## src/kae_defs.vh

```
// Purpose: Shared constants for the keyboard and answerback encoder
// Assumes: 100 MHz mclk, 32-bit classic Wishbone register access
// Notes: Register offsets are byte addresses
`ifndef KAE_DEFS_VH
`define KAE_DEFS_VH

// Timing
`define KAE_CLK_NS 10
`define KAE_STROBE_NS 100
`define KAE_STROBE_W 8

// Character set
`define KAE_CHAR_W 7
`define KAE_CODE_BASE 7'h20
`define KAE_CODE_DEL 7'h7F
`define KAE_CODE_CR 7'h0D
`define KAE_CODE_LF 7'h0A
`define KAE_CODE_ESC 7'h1B
`define KAE_FUNC_BASE 7'h41
`define KAE_LETTER_LO 7'h41
`define KAE_LETTER_HI 7'h5A
`define KAE_DIGIT_LO 7'h30
`define KAE_CASE_BIT 7'h20
`define KAE_SHIFT_PAIR_BIT 7'h10
`define KAE_CTRL_MASK 7'h1F

// Answerback store
`define KAE_AB_DEPTH 20
`define KAE_AB_IDX_W 5

// Register map
`define KAE_ADR_W 8
`define KAE_REG_CTRL 8'h00
`define KAE_REG_STATUS 8'h04
`define KAE_REG_TRIG 8'h08
`define KAE_REG_AB_BASE 8'h40
`define KAE_REG_AB_LAST 8'h8C

// Control fields
`define KAE_CTRL_AUTO_NL 0
`define KAE_CTRL_UC_LOCK 1
`define KAE_CTRL_STOP_LAST 2
`define KAE_CTRL_LAST_LO 8
`define KAE_CTRL_LAST_HI 12
`define KAE_TRIG_START 0

// Status fields
`define KAE_ST_AB_BUSY 0
`define KAE_ST_LOCKOUT 1
`define KAE_ST_MULTI 2
`define KAE_ST_SEND_BUSY 3
`define KAE_ST_CODE_LO 8
`define KAE_ST_CODE_HI 14

`endif

```

## src/kae_answerback.v

```verilog
// Purpose: Answerback store and sequencer
// Assumes: take pulses once for each character accepted downstream
// Notes: Store is written by software; lockout lasts the whole sequence
`timescale 1ns/1ps
`include "kae_defs.vh"

module kae_answerback #(
    parameter DEPTH = `KAE_AB_DEPTH,
    parameter IDX_W = `KAE_AB_IDX_W,
    parameter CHAR_W = `KAE_CHAR_W
) (
    // Clock and reset
    input wire mclk,
    input wire reset_n,
    // Control
    input wire trigger,
    input wire stopAtLast,
    input wire [IDX_W-1:0] lastIndex,
    // Store access
    input wire wrEn,
    input wire [IDX_W-1:0] wrIdx,
    input wire [CHAR_W-1:0] wrData,
    input wire [IDX_W-1:0] rdIdx,
    output wire [CHAR_W-1:0] rdData,
    // Character stream
    input wire take,
    output wire [CHAR_W-1:0] charOut,
    output wire charValid,
    output reg kbdLockout
);

reg [CHAR_W-1:0] store [0:DEPTH-1];
reg [IDX_W-1:0] pos;
wire [IDX_W-1:0] endIdx;
integer i;

localparam [IDX_W-1:0] FULL_LAST = DEPTH - 1;

////////////////////////////////////////////////////////////////////////////////

// A last index past the store falls back to the full length
assign endIdx = (stopAtLast && lastIndex < FULL_LAST) ? lastIndex : FULL_LAST;
assign charOut = store[pos];
assign charValid = kbdLockout;
assign rdData = (rdIdx < FULL_LAST || rdIdx == FULL_LAST) ? store[rdIdx] : {CHAR_W{1'b0}};

always @(posedge mclk)
begin
    if (!reset_n)
    begin
        for (i = 0; i < DEPTH; i = i + 1)
            store[i] <= {CHAR_W{1'b0}};
    end
    else if (wrEn && (wrIdx < FULL_LAST || wrIdx == FULL_LAST))
    begin
        store[wrIdx] <= wrData;
    end
end

always @(posedge mclk)
begin
    if (!reset_n)
    begin
        kbdLockout <= 1'b0;
        pos <= {IDX_W{1'b0}};
    end
    else if (!kbdLockout)
    begin
        if (trigger)
        begin
            kbdLockout <= 1'b1;
            pos <= {IDX_W{1'b0}};
        end
    end
    else if (take)
    begin
        if (pos == endIdx)
            kbdLockout <= 1'b0;
        else
            pos <= pos + 1'b1;
    end
end

endmodule // kae_answerback

```

## src/kae_keyboard_encoder.v

```verilog
// Purpose: Keyboard encoder and answerback source toward the serializer
// Assumes: Key and photocell inputs already synchronous to mclk
// Notes: One character at a time; key events are dropped while a key character is pending or under lockout or interrupt
`timescale 1ns/1ps
`include "kae_defs.vh"

module kae_keyboard_encoder #(
    parameter KEYS = 64,
    parameter FUNCS = 4,
    parameter CHAR_W = `KAE_CHAR_W
) (
    // Clock and reset
    input wire mclk,
    input wire reset_n,
    // Wishbone slave
    input wire wb_cyc_i,
    input wire wb_stb_i,
    input wire wb_we_i,
    input wire [`KAE_ADR_W-1:0] wb_adr_i,
    input wire [3:0] wb_sel_i,
    input wire [31:0] wb_dat_i,
    output reg [31:0] wb_dat_o,
    output reg wb_ack_o,
    // Keyboard
    input wire [KEYS-1:0] keyLines,
    input wire returnKey,
    input wire deleteKey,
    input wire [FUNCS-1:0] funcKeys,
    input wire shiftKey,
    input wire controlKey,
    input wire repeatKey,
    input wire refFingerPass,
    input wire interruptCond,
    // Answerback triggers
    input wire answerbackButton,
    input wire enquiryRx,
    input wire delayedEnquiryFlag,
    input wire ringDetect,
    // Serializer side
    output reg [CHAR_W-1:0] charCode,
    output reg charStrobe,
    output wire kbdLockout
);

localparam ALL_W = KEYS + FUNCS + 2;
localparam [`KAE_STROBE_W-1:0] STROBE_CYC = (`KAE_STROBE_NS + `KAE_CLK_NS - 1) / `KAE_CLK_NS;
localparam [`KAE_AB_IDX_W-1:0] AB_LAST_IDX = `KAE_AB_DEPTH - 1;
localparam [1:0] ST_IDLE = 2'h0;
localparam [1:0] ST_STROBE = 2'h1;
localparam [1:0] ST_GAP = 2'h2;

// Registers
reg autoNewline;
reg upperCaseLock;
reg stopAtLast;
reg [`KAE_AB_IDX_W-1:0] lastIndex;
reg swTrigger;
reg abWrEn;
reg [`KAE_AB_IDX_W-1:0] abWrIdx;
reg [CHAR_W-1:0] abWrData;

// Sequencer
reg [1:0] state;
reg [`KAE_STROBE_W-1:0] strobeCnt;
reg fromAb;
reg abTake;
reg [CHAR_W-1:0] pendFirst;
reg [CHAR_W-1:0] pendSecond;
reg [1:0] pendCount;
reg prevSingle;
reg prevRef;
reg prevTrigSrc;

// Encoder
wire [ALL_W-1:0] allKeys;
wire anyKey;
wire multiKey;
wire singleKey;
wire refRise;
wire inhibit;
wire keyNew;
wire repeatFire;
wire trigSrc;
wire abTrigger;
wire [CHAR_W-1:0] abChar;
wire abValid;
wire [CHAR_W-1:0] abRdData;
wire [`KAE_AB_IDX_W-1:0] abRdIdx;
wire [`KAE_ADR_W-1:0] abOffset;
wire abHit;
reg [CHAR_W-1:0] firstCode;
reg [CHAR_W-1:0] secondCode;
reg hasSecond;
reg [CHAR_W-1:0] baseCode;
reg [CHAR_W-1:0] keyIdx;
reg [CHAR_W-1:0] funcIdx;
reg isLetter;
integer k;

////////////////////////////////////////////////////////////////////////////////
// Key sensing

assign allKeys = {funcKeys, deleteKey, returnKey, keyLines};
assign anyKey = |allKeys;
assign multiKey = |(allKeys & (allKeys - 1'b1));
assign singleKey = anyKey && !multiKey;
assign refRise = refFingerPass && !prevRef;
assign inhibit = kbdLockout || interruptCond;
assign keyNew = singleKey && !prevSingle;
assign repeatFire = singleKey && repeatKey && refRise;

always @*
begin
    keyIdx = {CHAR_W{1'b0}};
    funcIdx = {CHAR_W{1'b0}};
    for (k = 0; k < KEYS; k = k + 1)
        if (keyLines[k])
            keyIdx = k[CHAR_W-1:0];
    for (k = 0; k < FUNCS; k = k + 1)
        if (funcKeys[k])
            funcIdx = k[CHAR_W-1:0];
    baseCode = `KAE_CODE_BASE + keyIdx;
    isLetter = baseCode >= `KAE_LETTER_LO && baseCode <= `KAE_LETTER_HI;
    firstCode = baseCode;
    secondCode = {CHAR_W{1'b0}};
    hasSecond = 1'b0;
    if (deleteKey)
    begin
        firstCode = `KAE_CODE_DEL;
    end
    else if (returnKey)
    begin
        firstCode = `KAE_CODE_CR;
        secondCode = `KAE_CODE_LF;
        hasSecond = autoNewline;
    end
    else if (|funcKeys)
    begin
        firstCode = `KAE_CODE_ESC;
        secondCode = `KAE_FUNC_BASE + funcIdx;
        hasSecond = 1'b1;
    end
    else
    begin
        if (isLetter && !shiftKey && !upperCaseLock)
            firstCode = baseCode | `KAE_CASE_BIT;
        else if (!isLetter && shiftKey && baseCode >= `KAE_DIGIT_LO)
            firstCode = baseCode ^ `KAE_SHIFT_PAIR_BIT;
        if (controlKey)
            firstCode = firstCode & `KAE_CTRL_MASK;
    end
end

////////////////////////////////////////////////////////////////////////////////
// Answerback

assign trigSrc = answerbackButton || enquiryRx || delayedEnquiryFlag || ringDetect;
assign abTrigger = (trigSrc && !prevTrigSrc) || swTrigger;
assign abOffset = wb_adr_i - `KAE_REG_AB_BASE;
assign abHit = wb_adr_i >= `KAE_REG_AB_BASE && wb_adr_i <= `KAE_REG_AB_LAST;
assign abRdIdx = abOffset[`KAE_AB_IDX_W+1:2];

kae_answerback #(
    .DEPTH(`KAE_AB_DEPTH),
    .IDX_W(`KAE_AB_IDX_W),
    .CHAR_W(CHAR_W)
) uAnswerback (
    .mclk(mclk),
    .reset_n(reset_n),
    .trigger(abTrigger),
    .stopAtLast(stopAtLast),
    .lastIndex(lastIndex),
    .wrEn(abWrEn),
    .wrIdx(abWrIdx),
    .wrData(abWrData),
    .rdIdx(abRdIdx),
    .rdData(abRdData),
    .take(abTake),
    .charOut(abChar),
    .charValid(abValid),
    .kbdLockout(kbdLockout)
);

////////////////////////////////////////////////////////////////////////////////
// Output sequencer

always @(posedge mclk)
begin
    if (!reset_n)
    begin
        state <= ST_IDLE;
        strobeCnt <= {`KAE_STROBE_W{1'b0}};
        fromAb <= 1'b0;
        abTake <= 1'b0;
        charCode <= {CHAR_W{1'b0}};
        charStrobe <= 1'b0;
        pendFirst <= {CHAR_W{1'b0}};
        pendSecond <= {CHAR_W{1'b0}};
        pendCount <= 2'h0;
        prevSingle <= 1'b0;
        prevRef <= 1'b0;
        prevTrigSrc <= 1'b0;
    end
    else
    begin
        prevSingle <= singleKey;
        prevRef <= refFingerPass;
        prevTrigSrc <= trigSrc;
        abTake <= 1'b0;
        // Pending key characters die under lockout so nothing leaks after it
        if (inhibit)
        begin
            pendCount <= 2'h0;
        end
        else if (pendCount == 2'h0 && (keyNew || repeatFire))
        begin
            pendFirst <= firstCode;
            pendSecond <= secondCode;
            pendCount <= hasSecond ? 2'h2 : 2'h1;
        end
        case (state)
            ST_IDLE:
            begin
                if (abValid)
                begin
                    charCode <= abChar;
                    charStrobe <= 1'b1;
                    fromAb <= 1'b1;
                    strobeCnt <= STROBE_CYC;
                    state <= ST_STROBE;
                end
                else if (pendCount != 2'h0 && !inhibit)
                begin
                    charCode <= pendFirst;
                    charStrobe <= 1'b1;
                    fromAb <= 1'b0;
                    strobeCnt <= STROBE_CYC;
                    state <= ST_STROBE;
                    pendFirst <= pendSecond;
                    pendCount <= pendCount - 1'b1;
                end
            end
            ST_STROBE:
            begin
                // Code register is not loaded here, so it holds for the strobe
                if (strobeCnt == 1'b1)
                begin
                    charStrobe <= 1'b0;
                    abTake <= fromAb;
                    state <= ST_GAP;
                end
                else
                begin
                    strobeCnt <= strobeCnt - 1'b1;
                end
            end
            ST_GAP:
            begin
                state <= ST_IDLE;
            end
            default:
            begin
                charStrobe <= 1'b0;
                state <= ST_IDLE;
            end
        endcase
    end
end

////////////////////////////////////////////////////////////////////////////////
// Wishbone slave: one wait state, unmapped reads return zero

always @(posedge mclk)
begin
    if (!reset_n)
    begin
        wb_ack_o <= 1'b0;
        wb_dat_o <= 32'h00000000;
        autoNewline <= 1'b0;
        upperCaseLock <= 1'b0;
        stopAtLast <= 1'b0;
        lastIndex <= AB_LAST_IDX;
        swTrigger <= 1'b0;
        abWrEn <= 1'b0;
        abWrIdx <= {`KAE_AB_IDX_W{1'b0}};
        abWrData <= {CHAR_W{1'b0}};
    end
    else
    begin
        wb_ack_o <= wb_cyc_i && wb_stb_i && !wb_ack_o;
        swTrigger <= 1'b0;
        abWrEn <= 1'b0;
        wb_dat_o <= 32'h00000000;
        if (wb_cyc_i && wb_stb_i && !wb_ack_o)
        begin
            if (wb_we_i)
            begin
                if (wb_adr_i == `KAE_REG_CTRL)
                begin
                    if (wb_sel_i[0])
                    begin
                        autoNewline <= wb_dat_i[`KAE_CTRL_AUTO_NL];
                        upperCaseLock <= wb_dat_i[`KAE_CTRL_UC_LOCK];
                        stopAtLast <= wb_dat_i[`KAE_CTRL_STOP_LAST];
                    end
                    if (wb_sel_i[1])
                        lastIndex <= wb_dat_i[`KAE_CTRL_LAST_HI:`KAE_CTRL_LAST_LO];
                end
                else if (wb_adr_i == `KAE_REG_TRIG && wb_sel_i[0])
                begin
                    swTrigger <= wb_dat_i[`KAE_TRIG_START];
                end
                else if (abHit && wb_sel_i[0])
                begin
                    abWrEn <= 1'b1;
                    abWrIdx <= abRdIdx;
                    abWrData <= wb_dat_i[CHAR_W-1:0];
                end
            end
            else if (wb_adr_i == `KAE_REG_CTRL)
            begin
                wb_dat_o[`KAE_CTRL_AUTO_NL] <= autoNewline;
                wb_dat_o[`KAE_CTRL_UC_LOCK] <= upperCaseLock;
                wb_dat_o[`KAE_CTRL_STOP_LAST] <= stopAtLast;
                wb_dat_o[`KAE_CTRL_LAST_HI:`KAE_CTRL_LAST_LO] <= lastIndex;
            end
            else if (wb_adr_i == `KAE_REG_STATUS)
            begin
                wb_dat_o[`KAE_ST_AB_BUSY] <= abValid;
                wb_dat_o[`KAE_ST_LOCKOUT] <= inhibit;
                wb_dat_o[`KAE_ST_MULTI] <= multiKey;
                wb_dat_o[`KAE_ST_SEND_BUSY] <= state != ST_IDLE;
                wb_dat_o[`KAE_ST_CODE_HI:`KAE_ST_CODE_LO] <= charCode;
            end
            else if (abHit)
            begin
                wb_dat_o[CHAR_W-1:0] <= abRdData;
            end
        end
    end
end

endmodule // kae_keyboard_encoder

```

## config.mk

```make
export PLATFORM = sky130hd
export DESIGN_NAME = kae_keyboard_encoder
export DESIGN_NICKNAME = d
export VERILOG_FILES = /design/src/kae_answerback.v /design/src/kae_keyboard_encoder.v
export VERILOG_INCLUDE_DIRS = /design/src
export SDC_FILE = /design/constraint.sdc
export NUM_CORES = 1
export LEC_CHECK = 0
export BUFFER_PORTS_ARGS = -buffer_cell sky130_fd_sc_hd__buf_2
export CORE_UTILIZATION = 50
export DETAILED_ROUTE_END_ITERATION = 16
export PLACE_DENSITY = 0.74
export SETUP_SLACK_MARGIN = 0.5
export SYNTH_ARGS = -nofsm -noshare
export SYNTH_HDL_FRONTEND = slang
export SYNTH_SLANG_ARGS = --single-unit
```

## constraint.sdc

```tcl
create_clock -name mclk -period 10.81 [get_ports mclk]
set_clock_uncertainty 0.1 [all_clocks]
set_input_delay 0.5405 -clock mclk [delete_from_list [all_inputs] [get_ports mclk]]
set_output_delay 0.5405 -clock mclk [all_outputs]
set_load 0.05 [all_outputs]
```

Word level (Yosys, flattened, before mapping)
Memory sizes are Yosys's and may differ from the RTL's. A register that Yosys moved wholly into a read port is not among the register bits.
Index checks and enable logic that the tools add are counted.
{"block": "classes", "n_eq_ne": 13, "n_lt_le_gt_ge": 8, "n_reduce_logical": 65, "muxes": 130, "bitwise": 12, "n_addsub": 7}
{"cell": "two-way mux 7 bit", "count": 80}
{"cell": "OR reduction 70 bit", "count": 2}
{"cell": "AND 70 bit", "count": 1}
{"cell": "subtractor 70 x 1 -> 70 bit (second input constant)", "count": 1}
{"cell": "two-way mux 5 bit", "count": 10}
{"cell": "two-way mux 8 bit", "count": 3}
{"cell": "two-way mux 2 bit", "count": 11}
{"cell": "logical AND 1 bit", "count": 20}
{"cell": "two-way mux 1 bit", "count": 20}
{"cell": "case mux 8 bit (2 select lines)", "count": 1}
{"cell": "< comparator 5 bit (second input constant)", "count": 3}
{"cell": "OR reduction 5 bit", "count": 3}
{"cell": "OR reduction 7 bit", "count": 2}
{"cell": "AND reduction 3 bit", "count": 4}
{"cell": "inverter 1 bit", "count": 11}
{"cell": "equality test 5 bit (second input constant)", "count": 2}
{"cell": "nonzero test 2 bit", "count": 5}
{"cell": "zero test 1 bit", "count": 9}
{"cell": "equality test 8 x 1 -> 1 bit (second input constant)", "count": 1}
{"cell": "equality test 8 x 3 -> 1 bit (second input constant)", "count": 1}
{"cell": "equality test 8 x 4 -> 1 bit (second input constant)", "count": 1}
{"cell": "greater-or-equal comparator 8 x 7 -> 1 bit (second input constant)", "count": 1}
{"cell": "less-or-equal comparator 8 bit (second input constant)", "count": 1}
{"cell": "zero test 8 bit", "count": 1}
{"cell": "other kinds (26)", "count": 41}
{"block": "word_totals", "register_bits": 100, "input_bits": 128, "mem_count": 1, "ramBits": 140, "word_cells": 264, "output_inout_bits": 42}
{"name": "uAnswerback.store", "depth": 20, "word_bits": 7, "read_ports": 2, "rd_ports_with_merged_regs": 1, "wr": 20, "line_no": "kae_answerback.v:32", "text": "reg [CHAR_W-1:0] store [0:DEPTH-1];"}

Longest topological paths before layout
{"block": "logic_depth", "ltp_word": 80, "ltp_mapped": 13, "mapped_depth_nobuf": 10}

Modules after synthesis
From an unflattened synthesis, not the netlist that was laid out.
{"block": "hier_totals", "cells_unflattened": 1370, "hier_area_um2": 16608.4}
{"module": "kae_answerback", "instances": 1, "area_each_um2": 11412.2, "seq_area_each_um2": 6946.7, "cells_each": 696}
{"module": "kae_keyboard_encoder", "instances": 1, "area_each_um2": 5196.2, "seq_area_each_um2": 1481.4, "cells_each": 674}

Least setup slack after synthesis
No wires, ideal clock.
{"block": "synth_timing", "path_kind": "in2reg", "start": "input keyLines[33]", "end": "register pendFirst[4]", "setup_ns": 0.066, "t_required_ns": 10.644, "path_buffers": 3, "slack_ns": 6.985, "t_arrival_ns": 3.658, "stages": 13, "cell_sequence": "buf_2 > nor4_1 > and4_1 > or4b_1 > buf_2 > or4_1 > a2111o_1 > nor3_2 > and3_4 > nand4_4 > buf_6 > a211o_1 > a21oi_2"}
{"block": "synth_between", "elab_chain_cells": 48, "elab_cells_between_ends": 64, "cone_classes": "2 x add/sub; 3 x order compare; 42 x mux; 2 x bitwise; 15 x reduce/logical"}
{"item": "from (decl)", "line_no": "kae_keyboard_encoder.v:25", "text": "input wire [KEYS-1:0] keyLines,"}
{"item": "two-way mux 7 bit (31 in series)", "line_no": "kae_keyboard_encoder.v:117", "text": "if (keyLines[k])"}
{"item": "adder 6 x 7 -> 7 bit (no source line)"}
{"item": "greater-or-equal comparator 7 bit (no source line) or less-or-equal comparator 7 bit (tied branches)"}
{"item": "logical AND 1 bit (no source line)"}
{"item": "zero test 1 bit", "line_no": "kae_keyboard_encoder.v:147", "text": "else if (!isLetter && shiftKey && baseCode >= `KAE_DIGIT_LO)"}
{"item": "logical AND 1 bit", "line_no": "kae_keyboard_encoder.v:147"}
{"item": "logical AND 1 bit (no source line)"}
{"item": "two-way mux 5 bit", "line_no": "kae_keyboard_encoder.v:147"}
{"item": "(+2 left out)"}
{"item": "two-way mux 7 bit", "line_no": "kae_keyboard_encoder.v:137", "text": "else if (|funcKeys)"}
{"item": "two-way mux 7 bit", "line_no": "kae_keyboard_encoder.v:131", "text": "else if (returnKey)"}
{"item": "two-way mux 7 bit", "line_no": "kae_keyboard_encoder.v:127", "text": "if (deleteKey)"}
{"item": "two-way mux 7 bit (*)", "line_no": "kae_keyboard_encoder.v:215", "text": "else if (pendCount == 2'h0 && (keyNew || repeatFire))"}
{"item": "two-way mux 7 bit (*)", "line_no": "kae_keyboard_encoder.v:211", "text": "if (inhibit)"}
{"item": "two-way mux 7 bit", "line_no": "kae_keyboard_encoder.v:232", "text": "else if (pendCount != 2'h0 && !inhibit)"}
{"item": "two-way mux 7 bit", "line_no": "kae_keyboard_encoder.v:224", "text": "if (abValid)"}
{"item": "two-way mux 7 bit (*)", "line_no": "kae_keyboard_encoder.v:221", "text": "case (state)"}
{"item": "to (signal assigned)", "line_no": "kae_keyboard_encoder.v:197", "text": "pendFirst <= {CHAR_W{1'b0}};"}
{"item": "to (signal assigned)", "line_no": "kae_keyboard_encoder.v:217", "text": "pendFirst <= firstCode;"}
{"item": "to (signal assigned)", "line_no": "kae_keyboard_encoder.v:239", "text": "pendFirst <= pendSecond;"}
{"item": "to (decl)", "line_no": "kae_keyboard_encoder.v:67", "text": "reg [CHAR_W-1:0] pendFirst;"}
Every way passes the cells marked *; elsewhere a longest branch is shown, timed or not.
A chain may end at the register's enable or synchronous reset.

Worst setup path after layout
{"block": "layout_timing", "start": "input keyLines[1]", "end": "register pendSecond[0]"}
{"block": "layout_between", "elab_chain_cells": 10, "elab_cells_between_ends": 12, "cone_classes": "1 x add/sub; 1 x bitwise; 10 x reduce/logical"}
{"item": "subtractor 70 x 1 -> 70 bit", "line_no": "kae_keyboard_encoder.v:105", "text": "assign multiKey = |(allKeys & (allKeys - 1'b1));"}
{"item": "AND 70 bit", "line_no": "kae_keyboard_encoder.v:105"}
{"item": "OR reduction 70 bit", "line_no": "kae_keyboard_encoder.v:105"}
{"item": "zero test 1 bit", "line_no": "kae_keyboard_encoder.v:106", "text": "assign singleKey = anyKey && !multiKey;"}
{"item": "logical AND 1 bit (*)", "line_no": "kae_keyboard_encoder.v:106"}
{"item": "logical AND 1 bit (2 in series)", "line_no": "kae_keyboard_encoder.v:110", "text": "assign repeatFire = singleKey && repeatKey && refRise;"}
{"item": "logical OR 1 bit (*)", "line_no": "kae_keyboard_encoder.v:215"}
{"item": "logical AND 1 bit (*)", "line_no": "kae_keyboard_encoder.v:215"}
{"item": "AND reduction 2 bit (no source line) (*)"}
{"item": "to (signal assigned)", "line_no": "kae_keyboard_encoder.v:198", "text": "pendSecond <= {CHAR_W{1'b0}};"}
{"item": "to (signal assigned)", "line_no": "kae_keyboard_encoder.v:218", "text": "pendSecond <= secondCode;"}
{"item": "to (decl)", "line_no": "kae_keyboard_encoder.v:68", "text": "reg [CHAR_W-1:0] pendSecond;"}
Marks and branches as above.

==> metrics.txt <==
Yosys warnings 0; PortBufs 129; Synth area leaders edfxtp_1, mux4_2, dfxtp_1; P_leak 6.713 nW; Sum Neg Setup Slack 0 ps; Starting Density 50.87%; Clock Path Buffers 3; clk root buf clkbuf_16; ys async rst share 0%; number of synthesized register bits 309; GRT Total Usage 26.16%; Hold WS 96.42 ps; crit start category primary input; drt first pass iters 6; WL per Instance 22.03 microns; Netlist cell types 78; Total Power 2.626 mW; first-pass GRT wire length 67050 microns; crit path time final 4437 ps; multiplexer area fraction after synthesis 17.99%; Area growth syn-to-layout 13.18%; xor/xnor cell area share of the yosys netlist 0.5278%; Simple-Gate Fraction of Synth Area 18.30%; final wirelength 43890 microns; clk slew on worst S/H paths 70 ps; Register Area 8433 sq um; Peak Freq 225.4 MHz; largest net degree at the start of global routing 57; core region area 32620 sq um; antenna violations before repair 0; Die W 184.2 microns; crit share post-route 41.04%; largest family of logic cells by synthesized area simple AND/OR/NAND/NOR gates; Syn Inst Count 1350; Crit Path Class in -> reg; die height 184.2 microns; Max Transition Viols Final 0; Seq/Total Area, Yosys 50.79%; CP arrival 4830 ps; multi-input logic area 7996 sq um; DRT iter0 DRCs 1168; Hold WC Path Type in -> reg; final hold vios 0; cts hold-fix bufs 0; NumNets Final 1659; syn avg cell area 12.29 sq um; # setup viols final 0; Worst-Margin Slew 1390 ps; DRC errors left 0; Die ar. 33920 sq um; Vias 12190; ant diodes 0; post_cts resized 0; clock sink count 309; Max FO, Critical Path 12; Critical Path End Type flop; DP Wirelength 29920 microns; worst setup margin 6373 ps; unrepaired setup endpoints after global routing false; vias in the first global route 11750; Num CTS Buffers 30; CTS tree yes; Final Core Density 57.58%; H-Tree Depth 1; IO Count 170; max cap viols 0; maximum vdd drop 0.0001813 V; Post-synth EDFFs 224; Mapped Area 16590 sq um; share of cells above drive strength 1 21.16%; Post-Synth Adder-Cell Area 0.3770%; ANT nets after route 0; Synth Area in Compound Gates 8.686%; run status complete, no violations; Site Rows 66; Post-synth top flop edfxtp_1; cell accounting for the most synthesized area edfxtp_1; total grt overflow 0; slew margin rel. 7.210%; RePlAce Congestion 0.9565; Data required, critical path 11200 ps; total power per unit cell area 139.8 nW/um^2; vias per cell 6.120; Clock Latency Late Sink 560 ps; Setup WS pre-CTS 5971 ps; Fillers 2660; # Post-CTS Setup Buffers 0; Yosys top cell area share 40.54%
-- metrics by stage --
step | instances | area (sq um)
floorplan | 1451 | 16970
global placement | 1936 | 17800
detailed placement | 1936 | 17800
CTS | 1992 | 18780
global route | 1992 | 18780
finish | 1992 | 18780
-- kinds of logic after synthesis --
kind of cell / after synthesis
flops: 309
mux: 153
fa+ha+maj: 5
other cells: 1
xor+xnor: 10
buf+inv: 121
simple gates: 534
compound gates: 217
-- layer usage --
layer  vias to the layer above  track usage, %  wire [microns]
met2                       616           43.50           21000
met5                         -               0               0
met1                      6031           34.79           17670
met3                       101           4.169            3707
met4                         0           9.333            1511
li1                       5443               -               -
-- worst max-delay path: stages --
cell and delay [ps]:
buf_2 120, or4_1 560, nor4_1 660, and3_1 380
a21boi_0 110, a2111oi_0 900, nand4_1 290, nor4_4 410
nand4_4 280, or3b_1 430, a21boi_1 140
-- Yosys cell counts (all sizes together) (24+ instances only) --
cell,count
mux2i,35
inv,24
mux4,116
dfxtp,85
and2,149
o21ai,60
buf,39
edfxtp,224
a21oi,44
nor2b,35
nor4,33
clkbuf,58
nor2,107
nor3,35
nand2,60
-- area by class of cell --
type | count | share of cell area [%]
Timing Repair Buffer | 140 | 3.877
Tap cell | 442 | 2.945
Sequential cell | 309 | 44.90
Multi-Input combinational cell | 1021 | 42.58
Clock inverter | 12 | 0.7195
Clock buffer | 44 | 4.497
Inverter | 24 | 0.4797
-- cells in the final DEF, fill, tap and decap left out, drive strengths merged, types with 14 or more instances in the layout --
cell / count
edfxtp: 224
and2: 149
buf: 140
mux4: 116
nor2: 107
conb: 102
dfxtp: 85
o21ai: 60
nand2: 60
a21oi: 44
clkbuf: 44
nor2b: 35
mux2i: 35
nor3: 35
nor4: 33
inv: 25
or3: 19
nand4: 18
or2: 15
nand3: 14
-- sequential cells by signal, summed over array words and instances (netlist names), 2 cells and up, named ones only --
| register | flops |
|---|---|
| abWrIdx | 5 |
| wb_dat_o | 14 |
| pendCount | 2 |
| charCode | 7 |
| uAnswerback.store | 224 |
| strobeCnt | 8 |
| abWrData | 7 |
| state | 2 |
| pendSecond | 5 |
| uAnswerback.pos | 5 |
| lastIndex | 5 |
| pendFirst | 7 |
-- power by group --
part / total (mW) / switching (mW) / internal [mW] / leakage, nW
registers: 1.33 / 0.0267 / 1.31 / 3.00
clock network: 1.05 / 0.440 / 0.611 / 0.472
logic: 0.241 / 0.151 / 0.0902 / 3.24
total: 2.63 / 0.617 / 2.01 / 6.71
-- worst paths after layout --
| kind | from | to | slack, ps | cells after the start |
|---|---|---|---|---|
| setup / recovery | keyLines[1] | pendSecond[0] | 6370 | 11 |
| hold / removal | wb_dat_i[8] | lastIndex[0] | 100 | 3 |
| setup reg to reg | flop | charCode[5] | 7390 | 7 |
| hold reg to reg | pendSecond[0] | pendSecond[0] | 360 | 2 |
Note: power is estimated with default switching activity, not from simulation.
